## src/common/sme_regs.svh

```systemverilog
// register offsets, field positions, reset values and timing counts of the serial memory controller
// Behaviour
// - An operation that gets no answer from the memory within 30 ms is abandoned and the controller goes idle.
// - A time-out sets the time-out flag at bit 9 of the command register to mark the last operation as failed.
// - A data line held high by a pull-up counts as ready, so a missing memory never causes a time-out then.
// - A command that does not time out drops busy as soon as its serial sequence is finished.
// - Only erase, bulk clear, write and bulk program wait for the memory, so only they can time out.
// - The address-loaded flag at bit 8 is set only after a valid memory was found and the station address loaded.
// - That flag is set after the load at power-up and after a reload, and software clears it by writing a one.
// - The 8-bit address field selects the memory location of read, write and erase; the other commands do not use it.
// - The address field is bits 7 to 0, byte-granular, readable and writable, and resets to zero.
// - Bits 7 to 0 of the data register at B4h hold the byte to write and receive the byte read, reset zero.
`ifndef SME_REGS_SVH
`define SME_REGS_SVH
`define SME_OFF_CMD 8'hB0
`define SME_OFF_DATA 8'hB4
`define SME_OFF_INT_STS 8'hB8
`define SME_OFF_INT_MSK 8'hBC
`define SME_CMD_BUSY_BIT 31
`define SME_CMD_CODE_HI 30
`define SME_CMD_CODE_LO 28
`define SME_CMD_TMO_BIT 9
`define SME_CMD_LOADED_BIT 8
`define SME_INT_DONE_BIT 0
`define SME_INT_TMO_BIT 1
`define SME_INT_LOADED_BIT 2
`define SME_INT_WIDTH 3
`define SME_ADDR_RST 8'h00
`define SME_DATA_RST 8'h00
`define SME_TMO_MS 30
`define SME_SYS_CLK_KHZ 40000
`define SME_TMO_CYCLES (`SME_TMO_MS * `SME_SYS_CLK_KHZ)
`define SME_SCLK_HALF 20
`define SME_SIG_BYTE 8'hA5
`define SME_MAC_BYTES 6
`define SME_OPC_READ 2'h2
`define SME_OPC_WRITE 2'h1
`define SME_OPC_ERASE 2'h3
`define SME_OPC_EXT 2'h0
`define SME_EXT_WR_EN 8'hC0
`define SME_EXT_WR_DIS 8'h00
`define SME_EXT_BULK_PROG 8'h40
`define SME_EXT_BULK_CLR 8'h80
`endif

```

## src/common/sme_pkg.sv

```systemverilog
// types shared by the serial memory controller and its bit sequencer
package sme_pkg;
	typedef enum logic [2:0] {
		SME_CMD_READ = 3'h0,
		SME_CMD_WR_DIS = 3'h1,
		SME_CMD_WR_EN = 3'h2,
		SME_CMD_WRITE = 3'h3,
		SME_CMD_BULK_PROG = 3'h4,
		SME_CMD_ERASE = 3'h5,
		SME_CMD_BULK_CLR = 3'h6,
		SME_CMD_RELOAD = 3'h7
	} sme_cmd_t;
	typedef enum logic [2:0] {
		SME_SEQ_IDLE = 3'h0,
		SME_SEQ_OUT = 3'h1,
		SME_SEQ_IN = 3'h2,
		SME_SEQ_GAP = 3'h3,
		SME_SEQ_POLL = 3'h4,
		SME_SEQ_END = 3'h5
	} sme_seq_st_t;
	typedef enum logic [1:0] {
		SME_CTL_IDLE = 2'h0,
		SME_CTL_RUN = 2'h1,
		SME_CTL_LOAD = 2'h2
	} sme_ctl_st_t;
	typedef struct packed {
		logic [1:0] opc;
		logic [7:0] addr;
		logic [7:0] wdata;
		logic long_frame;
		logic is_read;
		logic wait_ready;
	} sme_frame_t;
endpackage

```

## src/common/sme_seq_if.sv

```systemverilog
// request and answer signals between the controller and its bit sequencer
interface sme_seq_if;
	import sme_pkg::*;
	logic req;
	sme_frame_t frame;
	logic done;
	logic tmo;
	logic [7:0] rdata;
	modport ctl (output req, output frame, input done, input tmo, input rdata);
	modport seq (input req, input frame, output done, output tmo, output rdata);
endinterface

```

## src/core/sme_serial.sv

```systemverilog
// serial bit sequencer: shifts one frame out, reads a byte back or polls for ready
`include "sme_regs.svh"
module sme_serial
	import sme_pkg::*;
#(
	parameter int SCLK_HALF = `SME_SCLK_HALF,
	parameter int TMO_CYC = `SME_TMO_CYCLES
)(
	input wire logic sys_clk,
	input wire logic reset_n,
	sme_seq_if.seq sq,
	output logic mem_cs,
	output logic mem_clk,
	input wire logic mem_io_in,
	output logic mem_io_out,
	output logic mem_io_oe
);
	sme_seq_st_t state, next_state;
	logic [15:0] div, next_div;
	logic [18:0] sh, next_sh;
	logic [4:0] nbits, next_nbits;
	logic [7:0] rd, next_rd;
	logic [20:0] tcnt, next_tcnt;
	logic read_op, next_read_op, wait_op, next_wait_op;
	logic next_cs, next_clk, next_done, next_tmo;
	logic tick;

	// one serial half period per tick
	assign tick = (div == 16'(SCLK_HALF - 1));

	// next-state logic of the sequencer
	always_comb
	begin
		next_state = state;
		next_div = (state == SME_SEQ_IDLE || tick) ? 16'h0000 : div + 16'h0001;
		next_sh = sh;
		next_nbits = nbits;
		next_rd = rd;
		next_tcnt = tcnt;
		next_read_op = read_op;
		next_wait_op = wait_op;
		next_cs = mem_cs;
		next_clk = mem_clk;
		next_done = 1'b0;
		next_tmo = 1'b0;
		case (state)
			SME_SEQ_IDLE:
				if (sq.req)
				begin
					// frame is start bit, opcode, address and optional data byte
					next_sh = {1'b1, sq.frame.opc, sq.frame.addr, sq.frame.wdata};
					next_nbits = sq.frame.long_frame ? 5'h13 : 5'h0B;
					next_read_op = sq.frame.is_read;
					next_wait_op = sq.frame.wait_ready;
					next_cs = 1'b1;
					next_state = SME_SEQ_OUT;
				end
			SME_SEQ_OUT:
				if (tick)
				begin
					next_clk = ~mem_clk;
					if (mem_clk)
					begin
						next_sh = {sh[17:0], 1'b0};
						next_nbits = nbits - 5'h01;
						if (nbits == 5'h01)
						begin
							next_nbits = 5'h08;
							if (read_op)
								next_state = SME_SEQ_IN;
							else if (wait_op)
								next_state = SME_SEQ_GAP;
							else
								next_state = SME_SEQ_END;
						end
					end
				end
			SME_SEQ_IN:
				if (tick)
				begin
					next_clk = ~mem_clk;
					if (!mem_clk)
						next_rd = {rd[6:0], mem_io_in}; // sampled on the rising edge
					else
					begin
						next_nbits = nbits - 5'h01;
						if (nbits == 5'h01)
							next_state = SME_SEQ_END;
					end
				end
			SME_SEQ_GAP:
				if (tick)
				begin
					// the memory only shows its ready state after a select low pulse
					next_cs = ~mem_cs;
					next_tcnt = 21'h000000;
					if (!mem_cs)
						next_state = SME_SEQ_POLL;
				end
			SME_SEQ_POLL:
			begin
				next_tcnt = tcnt + 21'h000001;
				if (mem_io_in)
					next_state = SME_SEQ_END;
				else if (tcnt == 21'(TMO_CYC - 1))
				begin
					next_tmo = 1'b1;
					next_state = SME_SEQ_END;
				end
			end
			SME_SEQ_END:
			begin
				next_cs = 1'b0;
				next_clk = 1'b0;
				next_done = 1'b1;
				next_tmo = sq.tmo;
				next_state = SME_SEQ_IDLE;
			end
			default:
				next_state = SME_SEQ_IDLE;
		endcase
	end

	// sequencer registers
	always_ff @(posedge sys_clk)
	begin
		if (!reset_n)
		begin
			state <= SME_SEQ_IDLE;
			div <= 16'h0000;
			sh <= 19'h00000;
			nbits <= 5'h00;
			rd <= 8'h00;
			tcnt <= 21'h000000;
			read_op <= 1'b0;
			wait_op <= 1'b0;
			mem_cs <= 1'b0;
			mem_clk <= 1'b0;
			mem_io_out <= 1'b0;
			mem_io_oe <= 1'b0;
			sq.done <= 1'b0;
			sq.tmo <= 1'b0;
			sq.rdata <= 8'h00;
		end
		else
		begin
			state <= next_state;
			div <= next_div;
			sh <= next_sh;
			nbits <= next_nbits;
			rd <= next_rd;
			tcnt <= next_tcnt;
			read_op <= next_read_op;
			wait_op <= next_wait_op;
			mem_cs <= next_cs;
			mem_clk <= next_clk;
			mem_io_out <= next_sh[18];
			mem_io_oe <= (next_state == SME_SEQ_OUT);
			sq.done <= next_done;
			sq.tmo <= next_tmo;
			sq.rdata <= next_rd;
		end
	end
endmodule // sme_serial

```

## src/core/sme_ctrl.sv

```systemverilog
// serial memory controller: command/status, address, data and interrupt registers
//
// The implementer's own choice: the address-and-strobe port.
`include "sme_regs.svh"
module sme_ctrl
	import sme_pkg::*;
#(
	parameter int SCLK_HALF = `SME_SCLK_HALF,
	parameter int TMO_CYC = `SME_TMO_CYCLES,
	parameter logic [7:0] SIG_BYTE = `SME_SIG_BYTE
)(
	input wire logic sys_clk,
	input wire logic reset_n,
	input wire logic [7:0] reg_addr,
	input wire logic [31:0] reg_wdata,
	input wire logic reg_wr,
	input wire logic reg_rd,
	output logic [31:0] reg_rdata,
	output logic irq,
	output logic [47:0] station_addr,
	output logic serial_mem_cs,
	output logic serial_mem_clk,
	input wire logic serial_mem_io_pin_in,
	output logic serial_mem_io_pin_out,
	output logic serial_mem_io_pin_oe
);
	sme_seq_if sq ();

	sme_ctl_st_t state, next_state;
	sme_cmd_t cmd_code, next_cmd_code;
	logic [7:0] addr_field, next_addr_field;
	logic [7:0] data_field, next_data_field;
	logic tmo_flag, next_tmo_flag;
	logic loaded_flag, next_loaded_flag;
	logic [`SME_INT_WIDTH-1:0] int_sts, next_int_sts;
	logic [`SME_INT_WIDTH-1:0] int_msk, next_int_msk;
	logic [31:0] next_reg_rdata;
	logic next_irq;
	logic [47:0] next_station_addr;
	logic [2:0] ld_idx, next_ld_idx;
	logic boot_pend, next_boot_pend;
	logic req, next_req;
	sme_frame_t frame, next_frame;
	logic busy;
	logic wr_cmd, wr_data, wr_sts, wr_msk;
	logic [`SME_INT_WIDTH-1:0] int_set;
	logic clr_tmo, clr_loaded;

	// builds the serial frame for a command and a location
	function automatic sme_frame_t build_frame(input sme_cmd_t code, input logic [7:0] loc, input logic [7:0] wd);
		sme_frame_t f;
		f.opc = `SME_OPC_READ;
		f.addr = loc;
		f.wdata = wd;
		f.long_frame = 1'b0;
		f.is_read = 1'b0;
		f.wait_ready = 1'b0;
		case (code)
			SME_CMD_READ, SME_CMD_RELOAD:
				f.is_read = 1'b1;
			SME_CMD_WR_DIS:
			begin
				f.opc = `SME_OPC_EXT;
				f.addr = `SME_EXT_WR_DIS;
			end
			SME_CMD_WR_EN:
			begin
				f.opc = `SME_OPC_EXT;
				f.addr = `SME_EXT_WR_EN;
			end
			SME_CMD_WRITE:
			begin
				f.opc = `SME_OPC_WRITE;
				f.long_frame = 1'b1;
				f.wait_ready = 1'b1;
			end
			SME_CMD_BULK_PROG:
			begin
				f.opc = `SME_OPC_EXT;
				f.addr = `SME_EXT_BULK_PROG;
				f.long_frame = 1'b1;
				f.wait_ready = 1'b1;
			end
			SME_CMD_ERASE:
			begin
				f.opc = `SME_OPC_ERASE;
				f.wait_ready = 1'b1;
			end
			SME_CMD_BULK_CLR:
			begin
				f.opc = `SME_OPC_EXT;
				f.addr = `SME_EXT_BULK_CLR;
				f.wait_ready = 1'b1;
			end
			default:
				f.is_read = 1'b1;
		endcase
		return f;
	endfunction

	// busy covers every state but idle, so it falls with done or time-out alike
	assign busy = (state != SME_CTL_IDLE);

	// register address decode
	always_comb
	begin
		wr_cmd = 1'b0;
		wr_data = 1'b0;
		wr_sts = 1'b0;
		wr_msk = 1'b0;
		// exact offsets only; any other address is ignored
		if (reg_wr && reg_addr == `SME_OFF_CMD)
			wr_cmd = 1'b1;
		else if (reg_wr && reg_addr == `SME_OFF_DATA)
			wr_data = 1'b1;
		else if (reg_wr && reg_addr == `SME_OFF_INT_STS)
			wr_sts = 1'b1;
		else if (reg_wr && reg_addr == `SME_OFF_INT_MSK)
			wr_msk = 1'b1;
	end

	// write-one-to-clear strobes for the sticky command flags
	assign clr_tmo = wr_cmd && reg_wdata[`SME_CMD_TMO_BIT];
	assign clr_loaded = wr_cmd && reg_wdata[`SME_CMD_LOADED_BIT];

	// read data, present only in the cycle after the strobe
	always_comb
	begin
		next_reg_rdata = 32'h00000000;
		if (reg_rd && reg_addr == `SME_OFF_CMD)
		begin
			next_reg_rdata[`SME_CMD_BUSY_BIT] = busy;
			next_reg_rdata[`SME_CMD_CODE_HI:`SME_CMD_CODE_LO] = cmd_code;
			next_reg_rdata[`SME_CMD_TMO_BIT] = tmo_flag;
			next_reg_rdata[`SME_CMD_LOADED_BIT] = loaded_flag;
			next_reg_rdata[7:0] = addr_field;
		end
		else if (reg_rd && reg_addr == `SME_OFF_DATA)
			next_reg_rdata[7:0] = data_field; // upper bits reserved, read zero
		else if (reg_rd && reg_addr == `SME_OFF_INT_STS)
			next_reg_rdata[`SME_INT_WIDTH-1:0] = int_sts;
		else if (reg_rd && reg_addr == `SME_OFF_INT_MSK)
			next_reg_rdata[`SME_INT_WIDTH-1:0] = int_msk;
	end

	// command flow: single commands, and the station address load at boot or on reload
	always_comb
	begin
		next_state = state;
		next_cmd_code = cmd_code;
		next_addr_field = addr_field;
		next_data_field = data_field;
		next_station_addr = station_addr;
		next_ld_idx = ld_idx;
		next_boot_pend = boot_pend;
		next_req = 1'b0;
		next_frame = frame;
		int_set = '0;
		next_tmo_flag = tmo_flag & ~clr_tmo;
		next_loaded_flag = loaded_flag & ~clr_loaded;
		// fields cannot move under a running operation
		if (wr_data && !busy)
			next_data_field = reg_wdata[7:0];
		if (wr_cmd && !busy)
			next_addr_field = reg_wdata[7:0];
		case (state)
			SME_CTL_IDLE:
				if (boot_pend || (wr_cmd && reg_wdata[`SME_CMD_BUSY_BIT]))
				begin
					// a pending boot load goes before any host start
					if (boot_pend)
						next_cmd_code = SME_CMD_RELOAD;
					else
						next_cmd_code = sme_cmd_t'(reg_wdata[`SME_CMD_CODE_HI:`SME_CMD_CODE_LO]);
					next_boot_pend = 1'b0;
					next_req = 1'b1;
					if (next_cmd_code == SME_CMD_RELOAD)
					begin
						next_ld_idx = 3'h0;
						next_frame = build_frame(SME_CMD_READ, 8'h00, 8'h00);
						next_state = SME_CTL_LOAD;
					end
					else
					begin
						// location comes from the address field just written
						next_frame = build_frame(next_cmd_code, next_addr_field, data_field);
						next_state = SME_CTL_RUN;
					end
				end
			SME_CTL_RUN:
				if (sq.done)
				begin
					int_set[`SME_INT_DONE_BIT] = 1'b1;
					// a time-out leaves the data register as it was
					if (sq.tmo)
					begin
						next_tmo_flag = 1'b1;
						int_set[`SME_INT_TMO_BIT] = 1'b1;
					end
					else if (frame.is_read)
						next_data_field = sq.rdata;
					next_state = SME_CTL_IDLE;
				end
			SME_CTL_LOAD:
				if (sq.done)
				begin
					// location 0 holds the signature, not a station byte
					if (ld_idx != 3'h0)
						next_station_addr[8 * (32'(ld_idx) - 1) +: 8] = sq.rdata;
					// a blank or absent memory fails the signature and does not set the flag
					if ((ld_idx == 3'h0 && sq.rdata != SIG_BYTE) || sq.tmo)
					begin
						int_set[`SME_INT_DONE_BIT] = 1'b1;
						next_state = SME_CTL_IDLE;
					end
					else if (ld_idx == 3'(`SME_MAC_BYTES))
					begin
						next_loaded_flag = 1'b1;
						int_set[`SME_INT_DONE_BIT] = 1'b1;
						int_set[`SME_INT_LOADED_BIT] = 1'b1;
						next_state = SME_CTL_IDLE;
					end
					else
					begin
						next_ld_idx = ld_idx + 3'h1;
						next_frame = build_frame(SME_CMD_READ, {5'h00, next_ld_idx}, 8'h00);
						next_req = 1'b1;
					end
				end
			default:
				next_state = SME_CTL_IDLE;
		endcase
		// an event in the same cycle as its clear wins
		if (int_set[`SME_INT_TMO_BIT])
			next_tmo_flag = 1'b1;
	end

	// interrupt status, mask and level output
	always_comb
	begin
		next_int_sts = (int_sts & ~(wr_sts ? reg_wdata[`SME_INT_WIDTH-1:0] : '0)) | int_set;
		next_int_msk = wr_msk ? reg_wdata[`SME_INT_WIDTH-1:0] : int_msk;
		next_irq = |(next_int_sts & next_int_msk);
	end

	// controller registers
	always_ff @(posedge sys_clk)
	begin
		if (!reset_n)
		begin
			state <= SME_CTL_IDLE;
			cmd_code <= SME_CMD_READ;
			addr_field <= `SME_ADDR_RST;
			data_field <= `SME_DATA_RST;
			tmo_flag <= 1'b0;
			loaded_flag <= 1'b0;
			int_sts <= '0;
			int_msk <= '0;
			reg_rdata <= 32'h00000000;
			irq <= 1'b0;
			station_addr <= 48'h000000000000;
			ld_idx <= 3'h0;
			boot_pend <= 1'b1; // station address load after power-up
			req <= 1'b0;
			frame <= '0;
		end
		else
		begin
			state <= next_state;
			cmd_code <= next_cmd_code;
			addr_field <= next_addr_field;
			data_field <= next_data_field;
			tmo_flag <= next_tmo_flag;
			loaded_flag <= next_loaded_flag;
			int_sts <= next_int_sts;
			int_msk <= next_int_msk;
			reg_rdata <= next_reg_rdata;
			irq <= next_irq;
			station_addr <= next_station_addr;
			ld_idx <= next_ld_idx;
			boot_pend <= next_boot_pend;
			req <= next_req;
			frame <= next_frame;
		end
	end

	// request and frame reach the sequencer over the interface
	assign sq.req = req;
	assign sq.frame = frame;

	// serial bit engine with the no-response timer
	sme_serial #(
		.SCLK_HALF(SCLK_HALF),
		.TMO_CYC(TMO_CYC)
	) u_serial (
		.sys_clk(sys_clk),
		.reset_n(reset_n),
		.sq(sq),
		.mem_cs(serial_mem_cs),
		.mem_clk(serial_mem_clk),
		.mem_io_in(serial_mem_io_pin_in),
		.mem_io_out(serial_mem_io_pin_out),
		.mem_io_oe(serial_mem_io_pin_oe)
	);
endmodule // sme_ctrl

```

## config.mk

```make
export PLATFORM = sky130hd
export DESIGN_NAME = sme_ctrl
export DESIGN_NICKNAME = d
export VERILOG_FILES = /design/src/common/sme_pkg.sv /design/src/common/sme_seq_if.sv /design/src/core/sme_serial.sv /design/src/core/sme_ctrl.sv
export VERILOG_INCLUDE_DIRS = /design/src /design/src/common
export SDC_FILE = /design/constraint.sdc
export NUM_CORES = 1
export LEC_CHECK = 0
export ABC_AREA = 0
export BUFFER_PORTS_ARGS = -buffer_cell sky130_fd_sc_hd__buf_2
export CAP_MARGIN = 10
export CORE_MARGIN = 2
export CORE_UTILIZATION = 50
export DETAILED_ROUTE_END_ITERATION = 7
export GPL_TIMING_DRIVEN = 0
export PLACE_DENSITY_LB_ADDON = 0.1
export SLEW_MARGIN = 10
export SYNTH_ARGS = -nofsm -noshare
export SYNTH_HDL_FRONTEND = slang
export SYNTH_HIERARCHICAL = 1
export SYNTH_SLANG_ARGS = --single-unit
```

## constraint.sdc

```tcl
create_clock -name sys_clk -period 5 [get_ports sys_clk]
set_input_delay 0 -clock sys_clk [delete_from_list [all_inputs] [get_ports sys_clk]]
set_output_delay 0 -clock sys_clk [all_outputs]
set_load 0.02 [all_outputs]
```

==> results.md <==
- For the worst setup path, the data required time is about 5.3 ns.
- The number of iterations in the first detailed-routing pass is 5.
- The relative max-transition margin is between 20% and 30%.
- The global-route wire length before repair is around 37000 µm.
- The commonest non-fill, non-tap cell in the layout is dfxtp_1.
- The die is 138 µm wide.
- The final hold slack is approximately 0.021 ns.
- The endpoint kind of the worst setup timing path is a register.
- In the finished design, the share of the clock period the worst path needs comes to 80.0%.
- The number of clock buffers added by TritonCTS is 17.
- The multi-input logic area is 4630 µm².
- The leakage power is 4.28 nW.
- The portion of netlist area occupied by mux cells is 7.12%.
- The area occupied by registers is about 3900 µm².
- The growth of design area from synthesis to finish is 16.8%.
- The number of antenna diodes in the final layout is 0.
- The startpoint class of the critical path is a register.
- The actual transition at the worst max-transition pin is around 1.2 ns.
- Counting flops with a built-in enable in the synthesized netlist gives 0.
- In this run the number of H-tree levels came out at 4.
- Setup violations remaining at the end of the flow were counted as 0.
- For this configuration, the core starts out at a cell density of between 50% and 60%.
- The final hold violation count came to 0.
- The tool flagged a number of max-cap violations equal to 0.
- IR analysis of the VDD net gives a maximum drop of about 0.00025 V.
- The HPWL after detailed placement is ~16000 µm.
- Entering global routing, the biggest net connects 17 pins.
- The wire length after detailed routing is between 20000 and 25000 µm.
- The initial antenna violation count is 0.
- Leaving out fill and tap cells, the most frequent cells in the layout are dfxtp_1, nor2_1, nand2_1.
- The clock reaches the later pin of the worst-skew pair after roughly 0.43 ns.
- The largest buffer count on any clock path is 2.
- The max-slew violation count is 0.
- The summed instance area of the synthesized netlist is roughly 9000 µm².
- The unique cell type count in the Yosys netlist is 83.
- The run finished with clean final reports.
- Summing the areas of all compound-gate instances in the mapped netlist gives 14.1% of the synthesized area.
- The total congestion overflow is 0.
- In this run the count of I/O pins placed on the die edge is 130.
- At the end of routability-driven placement, the weighted congestion stood at ~0.93.
- The clock-pin slew reported for the worst setup and hold paths after clock tree synthesis is 0.07 ns.
- The floorplan has 49 rows.
- Setup repair after global routing left no endpoint under its margin.
- The height of the die is between 100 and 150 µm.
- After floorplanning, the core was sized to cover around 18000 µm².
- The clock tree root driver cell is clkbuf_16.
- After synthesis, the largest family of logic cells by area is simple AND/OR/NAND/NOR gates.
- The tightest min-delay check is of the input port to register type.
- The synthesized instance count is a little over 1000.
- The basic-gate share of the synthesized area counting and, or, nand and nor cells is 24.3%.
- For the final database, setup skew stands at between 0.005 and 0.006 ns.
- The start-to-end type of the worst setup path is register to register.
- The number of global-route vias before repair is 7244.
- The maximum fanout count along the critical path is 10.
- The fill cell instance count of the final layout is between 1500 and 2000.
- The register-to-register path setup slack is around 1.0 ns.
- Among all flip-flop cells after synthesis, the most frequent one is dfxtp_1.
- Summed over all failing endpoints, the final setup total negative slack is 0 ns.
- STA puts the critical path data arrival time at between 4 and 5 ns.
- Summing the areas of all xor and xnor instances in the mapped netlist gives roughly 2.6% of the synthesized area.
- TritonCTS built the clock tree.
- The final routed DRC violation total is 0.
- The share of layout cells above drive strength 1 is about 15%.
- The total clock sinks is 197.
- Once detail routing completed, the nets flagged for antenna violations numbered 0.
- The final period demand of the worst path is between 4 and 5 ns.
- The number of buffer cells added on primary ports is 90.
- Dividing the detail-routed wire length by the instance count gives 15.8 µm.
- Of the total synthesized cell area, the portion taken by full adders, half adders and majority gates is 2.50%.
- Each instance of the synthesized netlist takes up on average about 9 µm².
- After synthesis the netlist holds a flip-flop and latch count of 197.
- Yosys printed 6 warnings.
- The violation count after the first detailed-route iteration is ~420.
- The die covers 19100 µm².
- In the global route stage, overall resource usage came out at between 20% and 30%.
- The total number of vias is 7732.
- In the synthesized netlist the async set-or-reset flop fraction comes to 0%.
- The number of gates resized after cts is 0.
- The detailed-route vias per instance is about 5.5.
- Buffers added to address setup during post-CTS repair amount to 0.
- Sequential elements use 43.7% of the synthesized area.
- In the final design database the tool counted ~1200 nets.
- The cell area power density is around 370 nW/µm².
- For this run, the top clock speed supported by timing is approximately 250 MHz.
-- routing by layer --
layer / share of wire (%) / global-route usage [%]
met1: 48 / 32.7
met2: 45 / 36.5
met5: 0 / 0
met3: 5.1 / 4.40
met4: 1.3 / 7.09
-- power breakdown --
group / switching (mW) / internal [mW] / total (mW)
Clock: 0.594 / 0.765 / 1.36
Sequential: 0.0682 / 1.68 / 1.75
Combinational: 0.479 / 0.279 / 0.758
-- final timing paths --
check / from / cells past startpoint / to
max: ld_idx[0]$_SDFFE_PN0P_ / 11 / station_addr[1]$_SDFFE_PN0P_
min: reg_addr[3] / 4 / reg_rdata[2]$_SDFF_PN0_
max reg2reg: ld_idx[0]$_SDFFE_PN0P_ / 11 / station_addr[1]$_SDFFE_PN0P_
min reg2reg: u_serial/div[0]$_SDFF_PP0_ / 1 / u_serial/div[0]$_SDFF_PP0_
-- state kept, by name, summed over array words and instances, names as in the netlist, 5 cells and up --
| register | count |
|---|---|
| reg_rdata | 14 |
| data_field | 8 |
| addr_field | 8 |
| u_serial/tcnt | 21 |
| u_serial/div | 16 |
| frame | 21 |
| station_addr | 48 |
| u_serial/sh | 19 |
| u_serial/rd | 8 |
| u_serial/nbits | 5 |
-- metrics by stage --
stage	std cells	setup slack (ns)	power [mW]	utilization, %	instance area [µm²]
2_1_floorplan	1040	1.69	2.33	-	9080
3_3_place_gp	1359	1.11	2.51	55.0	9820
3_5_place_dp	1359	1.06	2.52	55.0	9820
4_1_cts	1404	1.05	3.88	59.0	10500
5_1_grt	1404	0.749	4.05	59.0	10500
6_report	1404	0.999	3.86	59.0	10500
-- critical path: stages, from the launching register on --
cell,delay [ns]
dfxtp_1,0.40
clkbuf_1,0.32
inv_1,0.24
ha_1,0.46
clkbuf_1,0.41
nand3_1,0.18
ha_1,0.33
nand4b_1,0.10
or4b_1,0.55
a211oi_4,0.58
mux2i_1,0.25
nor2_1,0.06
-- Yosys cell counts (all sizes together) (6+ instances only) --
master,n,area (µm²)
nand4,25,175
xor2,15,131
a311oi,17,149
a21oi,64,335
and3,12,75.1
dfxtp,197,3940
nor4b,6,80.1
and2,11,68.8
o21ai,24,120
nor2,128,485
mux2i,63,631
xnor2,9,78.8
nand2,122,458
inv,20,75.1
nor2b,8,50.1
or3,15,93.8
clkbuf,36,135
buf,42,293
ha,18,225
nor3,21,105
a22o,11,96.3
nor4,10,90.1
a211oi,19,155
nand3,43,228
-- area by class of cell --
class / instances / area share (%)
sequential: 197 / 37.5
inverter: 21 / 0.749
timing repair buffer: 103 / 5.51
clock buffer: 20 / 4.34
clock inverter: 12 / 1.21
buffer: 78 / 4.06
tap: 229 / 2.72
multi-input combinational: 744 / 44.0
-- cells by family after synthesis --
group	count (synthesis)
muxes	64
other	1
DFF	197
AOI/OAI and AO/OA	185
xor gates and xnor gates	25
and+or+nand+nor	434
adders and majority gates	18
buffers and inverters	99
-- repair_timing --
item | in CTS | in global routing
hold buffers | 13 | 0
setup endpoints to repair | 0 | 0
hold endpoints to repair | 31 | 0
Power figures use the tool's default switching activity.
